--- config.mk ---
export PLATFORM = sky130hd
export DESIGN_NAME = adcc_ctrl
export DESIGN_NICKNAME = d
export VERILOG_FILES = /design/src/adcc_pkg.sv /design/src/adcc_ctrl.sv
export SDC_FILE = /design/constraint.sdc
export NUM_CORES = 1
export LEC_CHECK = 0
export BUFFER_PORTS_ARGS = -buffer_cell sky130_fd_sc_hd__buf_4
export CORE_UTILIZATION = 55
export DETAILED_ROUTE_END_ITERATION = 16
export PLACE_DENSITY = 0.79
export SLEW_MARGIN = 20
export SYNTH_ARGS = -nofsm -noshare
export SYNTH_HDL_FRONTEND = slang
export SYNTH_SLANG_ARGS = --single-unit
--- constraint.sdc ---
create_clock -name aclk -period 2.77 [get_ports aclk]
set_clock_uncertainty 0.1 [all_clocks]
set_input_delay 0.277 -clock aclk [delete_from_list [all_inputs] [get_ports aclk]]
set_output_delay 0.277 -clock aclk [all_outputs]
set_load 0.03 [all_outputs]
--- src/adcc_pkg.sv ---
// Purpose: shared constants and types of the converter control and status block
// Assumes: AXI4-Lite register access, 32-bit data, one register per aligned word
// Notes: only the low byte of each control word is used; results read 16 bits wide
package adcc_pkg;
   localparam int unsigned ADDR_W        = 8;
   localparam int unsigned RES_W         = 10;
   localparam int unsigned RES_LSB       = 6;
   localparam int unsigned NUM_CH        = 8;
   // byte offsets
   localparam logic [7:0]  OFS_CSR       = 8'h00;
   localparam logic [7:0]  OFS_CR        = 8'h04;
   localparam logic [7:0]  OFS_RES0      = 8'h10;
   localparam logic [7:0]  OFS_RES_LAST  = 8'h2C;
   // field positions in the control/status word
   localparam int unsigned FLAG_BIT      = 7;
   localparam int unsigned IE_BIT        = 6;
   localparam int unsigned RUN_BIT       = 5;
   localparam int unsigned RSVD_BIT      = 4;
   // field positions in the control word
   localparam int unsigned MCE_BIT       = 5;
   localparam int unsigned GSS_BIT       = 4;
   localparam logic [7:0]  CSR_RESET     = 8'h00;
   localparam logic [1:0]  MODE_RESET    = 2'h0;
   localparam logic [1:0]  RESP_OKAY     = 2'h0;
   localparam logic [1:0]  RESP_SLVERR   = 2'h2;

   typedef struct packed {
      logic       conv_end_flag;
      logic       conv_end_irq_enable;
      logic       convert_run;
      logic       rsvd;
      logic [3:0] channel_select;
   } adcc_csr_t;

   typedef struct packed {
      logic multi_channel_enable;
      logic group_size_select;
   } adcc_mode_t;

   typedef enum {
      ADCC_IDLE,
      ADCC_START,
      ADCC_WAIT
   } adcc_state_t;
endpackage

--- src/adcc_ctrl.sv ---
// Purpose: control and status logic of an eight-input successive-approximation converter
// Assumes: analog datapath outside; it takes conv_start and answers with conv_done
// Notes: registers over AXI4-Lite; standby and module stop arrive on halt_req
// Function
// - Transfer-controller read of a result, while interrupt pending, clears end flag.
// - Interrupt request passes the end flag only while enable bit 6 is 1.
// - Writing run bit 5 to 0 halts conversion and returns to idle.
// - Writing run bit to 1 starts conversion on the selected channel or group.
// - Single mode: run bit clears itself when the channel finishes.
// - Scan mode: group repeats until run cleared by software, reset or halt.
// - Bit 4 is reserved: reads 0, writes ignored.
// - Four-bit channel select in bits 3..0, read/write, read with scan bits.
// - No scan: codes 0..7 pick inputs 0..7; top bit must stay 0.
// - Four-channel scan: inputs base..base+n, base 0 or 4, n low bits.
// - Eight-channel scan: code k converts inputs 0 through k.
// - End flag takes only a written 0; written 1 is ignored.
// - End flag sets on single conversion end or end of whole scan group.
// - Writing 0 to end flag after reading it as 1 clears it.
// - Scan bits: 0x single, 10 four-channel scan, 11 eight-channel scan.
// - Result words hold value in bits 15..6, zeros below.
`timescale 1ns/1ps
module adcc_ctrl #(
   parameter int unsigned AW = adcc_pkg::ADDR_W
) (
   // clock and reset
   input  wire logic                         aclk,
   input  wire logic                         aresetn,
   // write address and data
   input  wire logic [AW-1:0]                s_axi_awaddr,
   input  wire logic                         s_axi_awvalid,
   output logic                              s_axi_awready,
   input  wire logic [31:0]                  s_axi_wdata,
   input  wire logic [3:0]                   s_axi_wstrb,
   input  wire logic                         s_axi_wvalid,
   output logic                              s_axi_wready,
   // write response
   output logic [1:0]                        s_axi_bresp,
   output logic                              s_axi_bvalid,
   input  wire logic                         s_axi_bready,
   // read
   input  wire logic [AW-1:0]                s_axi_araddr,
   input  wire logic                         s_axi_arvalid,
   output logic                              s_axi_arready,
   output logic [31:0]                       s_axi_rdata,
   output logic [1:0]                        s_axi_rresp,
   output logic                              s_axi_rvalid,
   input  wire logic                         s_axi_rready,
   // analog converter
   output logic                              conv_start,
   output logic                              conv_abort,
   output logic [2:0]                        conv_channel,
   input  wire logic                         conv_done,
   input  wire logic [adcc_pkg::RES_W-1:0]   conv_result,
   // system
   input  wire logic                         halt_req,
   input  wire logic                         xfer_result_rd,
   output logic                              conv_end_interrupt
);

   adcc_pkg::adcc_csr_t   csr_q;
   adcc_pkg::adcc_mode_t  mode_q;
   adcc_pkg::adcc_state_t st_q;
   logic [2:0]            cur_q;
   logic                  seen_q;
   logic [adcc_pkg::RES_W-1:0] res_q [adcc_pkg::NUM_CH];
   logic                  aw_got_q, w_got_q;
   logic [AW-1:0]         awaddr_q;
   logic [31:0]           wdata_q;
   logic [3:0]            wstrb_q;
   logic [1:0]            bresp_q, rresp_q;
   logic                  bvalid_q, rvalid_q;
   logic [31:0]           rdata_q;

   // first channel of the group; the last is always select[2:0]
   function automatic logic [2:0] first_chan(input adcc_pkg::adcc_mode_t m, input logic [3:0] sel);
      if (!m.multi_channel_enable)
         first_chan = sel[2:0];
      else if (!m.group_size_select)
         first_chan = {sel[2], 2'h0};
      else
         first_chan = 3'h0;
   endfunction

   function automatic logic is_scan(input adcc_pkg::adcc_mode_t m);
      is_scan = m.multi_channel_enable;
   endfunction

   function automatic logic mapped(input logic [AW-1:0] a);
      mapped = (a == adcc_pkg::OFS_CSR) || (a == adcc_pkg::OFS_CR) ||
               (a >= adcc_pkg::OFS_RES0 && a <= adcc_pkg::OFS_RES_LAST && a[1:0] == 2'h0);
   endfunction

   // write channel: address and data may arrive in either order
   logic          aw_hs, w_hs, wr_fire, wr_ok, wr_csr, wr_cr;
   logic [AW-1:0] wa;
   logic [31:0]   wd;
   logic [3:0]    ws;
   assign s_axi_awready = !aw_got_q && !bvalid_q;
   assign s_axi_wready  = !w_got_q && !bvalid_q;
   assign aw_hs   = s_axi_awvalid && s_axi_awready;
   assign w_hs    = s_axi_wvalid && s_axi_wready;
   assign wr_fire = (aw_got_q || aw_hs) && (w_got_q || w_hs);
   assign wa      = aw_got_q ? awaddr_q : s_axi_awaddr;
   assign wd      = w_got_q ? wdata_q : s_axi_wdata;
   assign ws      = w_got_q ? wstrb_q : s_axi_wstrb;
   assign wr_ok   = wr_fire && mapped(wa);
   assign wr_csr  = wr_fire && wa == adcc_pkg::OFS_CSR && ws[0];
   assign wr_cr   = wr_fire && wa == adcc_pkg::OFS_CR && ws[0];

   always_ff @(posedge aclk) begin
      if (!aresetn) begin
         aw_got_q <= 1'b0;
         w_got_q  <= 1'b0;
         awaddr_q <= '0;
         wdata_q  <= 32'h0000_0000;
         wstrb_q  <= 4'h0;
      end else begin
         if (wr_fire) begin
            aw_got_q <= 1'b0;
            w_got_q  <= 1'b0;
         end else begin
            if (aw_hs) aw_got_q <= 1'b1;
            if (w_hs) w_got_q <= 1'b1;
         end
         if (aw_hs) awaddr_q <= s_axi_awaddr;
         if (w_hs) begin
            wdata_q <= s_axi_wdata;
            wstrb_q <= s_axi_wstrb;
         end
      end
   end

   always_ff @(posedge aclk) begin
      if (!aresetn) begin
         bvalid_q <= 1'b0;
         bresp_q  <= adcc_pkg::RESP_OKAY;
      end else if (wr_fire) begin
         bvalid_q <= 1'b1;
         bresp_q  <= wr_ok ? adcc_pkg::RESP_OKAY : adcc_pkg::RESP_SLVERR;
      end else if (s_axi_bready) begin
         bvalid_q <= 1'b0;
      end
   end
   assign s_axi_bvalid = bvalid_q;
   assign s_axi_bresp  = bresp_q;

   // read channel: one cycle from address to data
   logic        ar_hs;
   logic [31:0] rd_word;
   logic [2:0]  ridx;
   assign s_axi_arready = !rvalid_q;
   assign ar_hs = s_axi_arvalid && s_axi_arready;
   assign ridx  = 3'((s_axi_araddr - adcc_pkg::OFS_RES0) >> 2);

   always_comb begin
      rd_word = 32'h0000_0000;
      if (s_axi_araddr == adcc_pkg::OFS_CSR)
         rd_word[7:0] = {csr_q.conv_end_flag, csr_q.conv_end_irq_enable,
                         csr_q.convert_run, 1'b0, csr_q.channel_select};
      else if (s_axi_araddr == adcc_pkg::OFS_CR) begin
         rd_word[adcc_pkg::MCE_BIT] = mode_q.multi_channel_enable;
         rd_word[adcc_pkg::GSS_BIT] = mode_q.group_size_select;
      end else if (mapped(s_axi_araddr))
         rd_word[15:0] = {res_q[ridx], 6'h00};
   end

   always_ff @(posedge aclk) begin
      if (!aresetn) begin
         rvalid_q <= 1'b0;
         rdata_q  <= 32'h0000_0000;
         rresp_q  <= adcc_pkg::RESP_OKAY;
      end else if (ar_hs) begin
         rvalid_q <= 1'b1;
         rdata_q  <= rd_word;
         rresp_q  <= mapped(s_axi_araddr) ? adcc_pkg::RESP_OKAY : adcc_pkg::RESP_SLVERR;
      end else if (s_axi_rready) begin
         rvalid_q <= 1'b0;
      end
   end
   assign s_axi_rvalid = rvalid_q;
   assign s_axi_rdata  = rdata_q;
   assign s_axi_rresp  = rresp_q;

   // conversion events
   logic       done_ok, grp_end;
   logic [2:0] first_c;
   assign first_c = first_chan(mode_q, csr_q.channel_select);
   assign done_ok = st_q == adcc_pkg::ADCC_WAIT && csr_q.convert_run && conv_done;
   assign grp_end = done_ok && cur_q == csr_q.channel_select[2:0];

   always_ff @(posedge aclk) begin
      if (!aresetn)
         mode_q <= adcc_pkg::MODE_RESET;
      else if (wr_cr)
         mode_q <= {wd[adcc_pkg::MCE_BIT], wd[adcc_pkg::GSS_BIT]};
   end

   // software sees the flag at 1 before it may clear it
   always_ff @(posedge aclk) begin
      if (!aresetn)
         seen_q <= 1'b0;
      else if (!csr_q.conv_end_flag)
         seen_q <= 1'b0;
      else if (ar_hs && s_axi_araddr == adcc_pkg::OFS_CSR)
         seen_q <= 1'b1;
   end

   logic flag_clr;
   assign flag_clr = (wr_csr && !wd[adcc_pkg::FLAG_BIT] && seen_q) ||
                     (xfer_result_rd && conv_end_interrupt);

   always_ff @(posedge aclk) begin
      if (!aresetn)
         csr_q <= adcc_pkg::CSR_RESET;
      else begin
         // set wins over any clear arriving in the same cycle
         if (grp_end)
            csr_q.conv_end_flag <= 1'b1;
         else if (flag_clr)
            csr_q.conv_end_flag <= 1'b0;
         if (wr_csr) begin
            csr_q.conv_end_irq_enable <= wd[adcc_pkg::IE_BIT];
            csr_q.channel_select      <= wd[3:0];
         end
         // halt beats software; software beats the self-clear
         if (halt_req)
            csr_q.convert_run <= 1'b0;
         else if (wr_csr)
            csr_q.convert_run <= wd[adcc_pkg::RUN_BIT];
         else if (grp_end && !is_scan(mode_q))
            csr_q.convert_run <= 1'b0;
         csr_q.rsvd <= 1'b0;
      end
   end

   always_ff @(posedge aclk) begin
      if (!aresetn) begin
         st_q  <= adcc_pkg::ADCC_IDLE;
         cur_q <= 3'h0;
      end else begin
         case (st_q)
            adcc_pkg::ADCC_IDLE: begin
               cur_q <= first_c;
               if (csr_q.convert_run) st_q <= adcc_pkg::ADCC_START;
            end
            adcc_pkg::ADCC_START: begin
               st_q <= csr_q.convert_run ? adcc_pkg::ADCC_WAIT : adcc_pkg::ADCC_IDLE;
            end
            adcc_pkg::ADCC_WAIT: begin
               if (!csr_q.convert_run)
                  st_q <= adcc_pkg::ADCC_IDLE;
               else if (grp_end) begin
                  cur_q <= first_c;
                  st_q  <= is_scan(mode_q) ? adcc_pkg::ADCC_START : adcc_pkg::ADCC_IDLE;
               end else if (done_ok) begin
                  cur_q <= cur_q + 3'h1;
                  st_q  <= adcc_pkg::ADCC_START;
               end
            end
            default: st_q <= adcc_pkg::ADCC_IDLE;
         endcase
      end
   end

   always_ff @(posedge aclk) begin
      if (!aresetn) begin
         for (int i = 0; i < adcc_pkg::NUM_CH; i++) res_q[i] <= '0;
      end else if (done_ok) begin
         res_q[cur_q] <= conv_result;
      end
   end

   assign conv_start         = st_q == adcc_pkg::ADCC_START && csr_q.convert_run;
   assign conv_abort         = st_q != adcc_pkg::ADCC_IDLE && !csr_q.convert_run;
   assign conv_channel       = cur_q;
   // level output; a stale flag with the enable off stays silent
   assign conv_end_interrupt = csr_q.conv_end_flag && csr_q.conv_end_irq_enable;
endmodule

==> impl_metrics.csv <==
group,metric,value,unit
setup_path,critical_path_class,"flip-flop to flip-flop",
floorplanning,dieArea,11600,sq um
outcome,status,"completed",
layout,diodes,0,
place,gp_congestion,0.807,
synth,synth-main-ff-cell,"edfxtp_1",
synth,yosys.area.top_type,"edfxtp_1",
synth,synthesis.area,6150,sq um
clocking,cts_made_buffers,17,
global_route,grt.total_usage,26.1,%
timing,post-route-period-util,90.4,%
setup_path,crit_start,"st_q[1]$_SDFFE_PN0P_",
place,portBuffers,73,
clocking,clockRootBuffer,"clkbuf_8",
layout,synthToLayoutAreaGrowth,25.4,%
floorplanning,io_pins,119,
synth,synth_top_area_share,39.1,%
setup_path,setup.worst_path.end_class,"flip-flop",
synth,synthMostInstantiatedCell,"and2_1",
timing,max_freq,400,MHz
layout,nNetsFinal,709,
clocking,clkSinkCount,134,
synth,synth-seq-cells,134,
synth,async_flop_share,0,%
global_route,grt_pass1_vias,4372,
routing,wl_met3,893,um
global_route,grt_overflow,0,
clocking,clock_latency,0.52,ns
layout,drive_gt1_share,22.5,%
setup_path,reg2regPathDepth,5,
layout,post-route-util,70.8,%
min_path,hold_path.class,"primary input to flip-flop",
synth,synth_area_per_cell,11.8,sq um
synth,synth-edff-count,80,
timing,hold_viol_final,0,
power_and_ir_drop,cellLeakagePower,3.02,nW
layout,regArea,3480,sq um
place,dp_hpwl,9120,um
synth,syn_inst,523,
timing,period_needed,2.50,ns
timing,finalSetupViolCount,0,
clocking,tritoncts,"built",
global_route,grt_max_degree,46,
timing,relSlewSlack,54.7,%
setup_path,crit_fanout,10,
min_path,whs_path_depth,3,
routing,ant_nets,0,
setup_path,cp.arrival,2.55,ns
routing,wire_per_inst,18.0,um
floorplanning,die_h,108,um
synth,synthTopCellsByCount,"and2_1, edfxtp_1, nand2_1",
floorplanning,fp.dieW,108,um
layout,nFillCells,742,
setup_path,worstReg2RegStart,"st_q[1]$_SDFFE_PN0P_",
routing,drt_iter0_drc,305,
timing,tns,0,ns
routing,wl_met2,7300,um
floorplanning,fp.coreArea,10900,sq um
synth,seq_area_frac_synth,56.6,%
timing,rsz0062_at_grt,"no",
routing,routedLengthMet1,5780,um
routing,highest_layer,"met4",
power_and_ir_drop,peakVddDrop,390,uV
clocking,clk_pin_slew,0.06,ns
layout,multiInputGateArea,2460,sq um
setup_path,cp_data_required_time,2.82,ns
routing,wl,14200,um
min_path,holdCritStartpoint,"aresetn",
global_route,antenna_found_initial,0,
floorplanning,start_util,56.5,%
floorplanning,fp-row-count,38,
power_and_ir_drop,power_density,639,nW/um^2
synth,yosys.cell_types.count,54,
run,maxCapViolations,0,
routing,vias_per_cell,5.59,
clocking,htree_levels,4,
routing,drc,0,
global_route,grt_pass1_wl,22100,um
synth,yosys_warnings,0,
routing,vias,4410,
timing,drv_slew,0,
routing,first_pass_iters,5,
setup_path,cp-start-kind,"flip-flop",
clocking,clk_path_buf_depth,2,
synth,synth_top_cells_by_area,"edfxtp_1, dfxtp_1, and2_1",
timing,worst_slew_pin_slew,0.677,ns
## critical path: stages, from the launching register on
cell,delay (ns)
dfxtp_1,0.46
and2b_1,0.28
nand4_1,0.17
or2_1,0.33
nor3_1,0.28
nand2b_1,0.52
## path summary, 6_finish.rpt
kind	end	slack, ns
hold reg to reg	s_axi_rdata[8]$_SDFFE_PN0P_	0.36
setup reg to reg	res_q[1][0]$_SDFFCE_PN0P_	0.27
hold / removal	csr_q[7]$_SDFFE_PN0P_	0.09
setup / recovery	res_q[1][0]$_SDFFCE_PN0P_	0.27
## where the power goes
part           switching, W  internal (W)
logic              0.000252      0.000189
clock network      0.000821       0.00145
registers         0.0000409       0.00217
total               0.00111       0.00382
## flip-flops by register name (all words and copies together) (netlist names), 2 cells and up
register / cells
awaddr_q: 8
conv_channel: 3
csr_q: 7
mode_q: 2
res_q: 80
s_axi_rdata: 16
st_q: 2
wdata_q: 8
## per-stage QoR
| step | hold WS, ns | power [W] | area, sq um | cells | setup slack [ns] |
|---|---|---|---|---|---|
| detailed placement | 0.343 | 0.00265 | 6790 | 725 | 0.419 |
| CTS | 0.0617 | 0.00493 | 7710 | 789 | 0.290 |
| global route | 0.0840 | 0.00508 | 7710 | 789 | 0.172 |
| finish | 0.0927 | 0.00493 | 7710 | 789 | 0.267 |
| global placement | 0.339 | 0.00264 | 6790 | 725 | 0.517 |
| floorplan | 0.246 | 0.00252 | 6210 | 540 | 0.391 |
## cell families after synthesis
group                    count (synthesis)  synth area share (%)
AO/OA/AOI/OAI                           79                  8.83
XOR/XNOR                                 3                 0.427
adder cells (fa/ha/maj)                  1                 0.203
buffers and inverters                   48                  4.37
flip-flops                             134                  56.6
multiplexers                            38                  10.3
other                                    1                0.0610
AND/OR/NAND/NOR                        219                  19.2
## final cells by class
type / count / area share, %
Tap cell: 140 / 2.27
Clock inverter: 14 / 2.39
Sequential cell: 134 / 45.2
Multi-Input combinational cell: 358 / 31.9
Timing Repair Buffer: 117 / 12.4
Clock buffer: 18 / 5.42
Inverter: 8 / 0.389
## repair_timing
item | CTS | global route
hold endpoints to repair | 72 | 0
setup buffers | 0 | 0
hold buffers | 32 | 0
resized for setup | 0 | 0
## placed cells by master, fill, tap and decap left out, types with 2 or more instances in the layout
cell / netlist / layout
a211oi_1: 5 / 5
a21boi_0: 12 / 12
a21oi_1: 12 / 12
a22oi_1: 7 / 7
a31o_2: 2 / 2
a31oi_1: 3 / 3
a32oi_1: 3 / 3
and2_1: 84 / 84
buf_4: 18 / 85
bufinv_16: 0 / 4
clkbuf_16: 0 / 16
clkinv_2: 0 / 5
clkinvlp_4: 0 / 4
conb_1: 1 / 18
dfxtp_1: 54 / 54
dlygate4sd3_1: 0 / 32
edfxtp_1: 80 / 80
inv_1: 8 / 8
mux2i_1: 17 / 17
mux4_2: 20 / 20
nand2_1: 66 / 66
nand2b_1: 8 / 8
nand3_1: 6 / 6
nand4_1: 3 / 3
nor2_1: 21 / 21
nor2b_1: 10 / 10
nor3_1: 4 / 4
nor3b_1: 3 / 3
o211a_1: 4 / 4
o21ai_0: 20 / 20
or3_1: 3 / 3
or4_1: 2 / 2
or4b_1: 2 / 2
xnor2_1: 3 / 3
## per-layer routing
| metal | vias to the layer above | global-route usage, % |
|---|---|---|
| li1 | 2066 | - |
| met1 | 2150 | 32.2 |
| met2 | 169 | 44.5 |
| met3 | 25 | 6.30 |
| met4 | 0 | 9.59 |
| met5 | - | 0 |
Note: power is estimated with default switching activity, not from simulation.
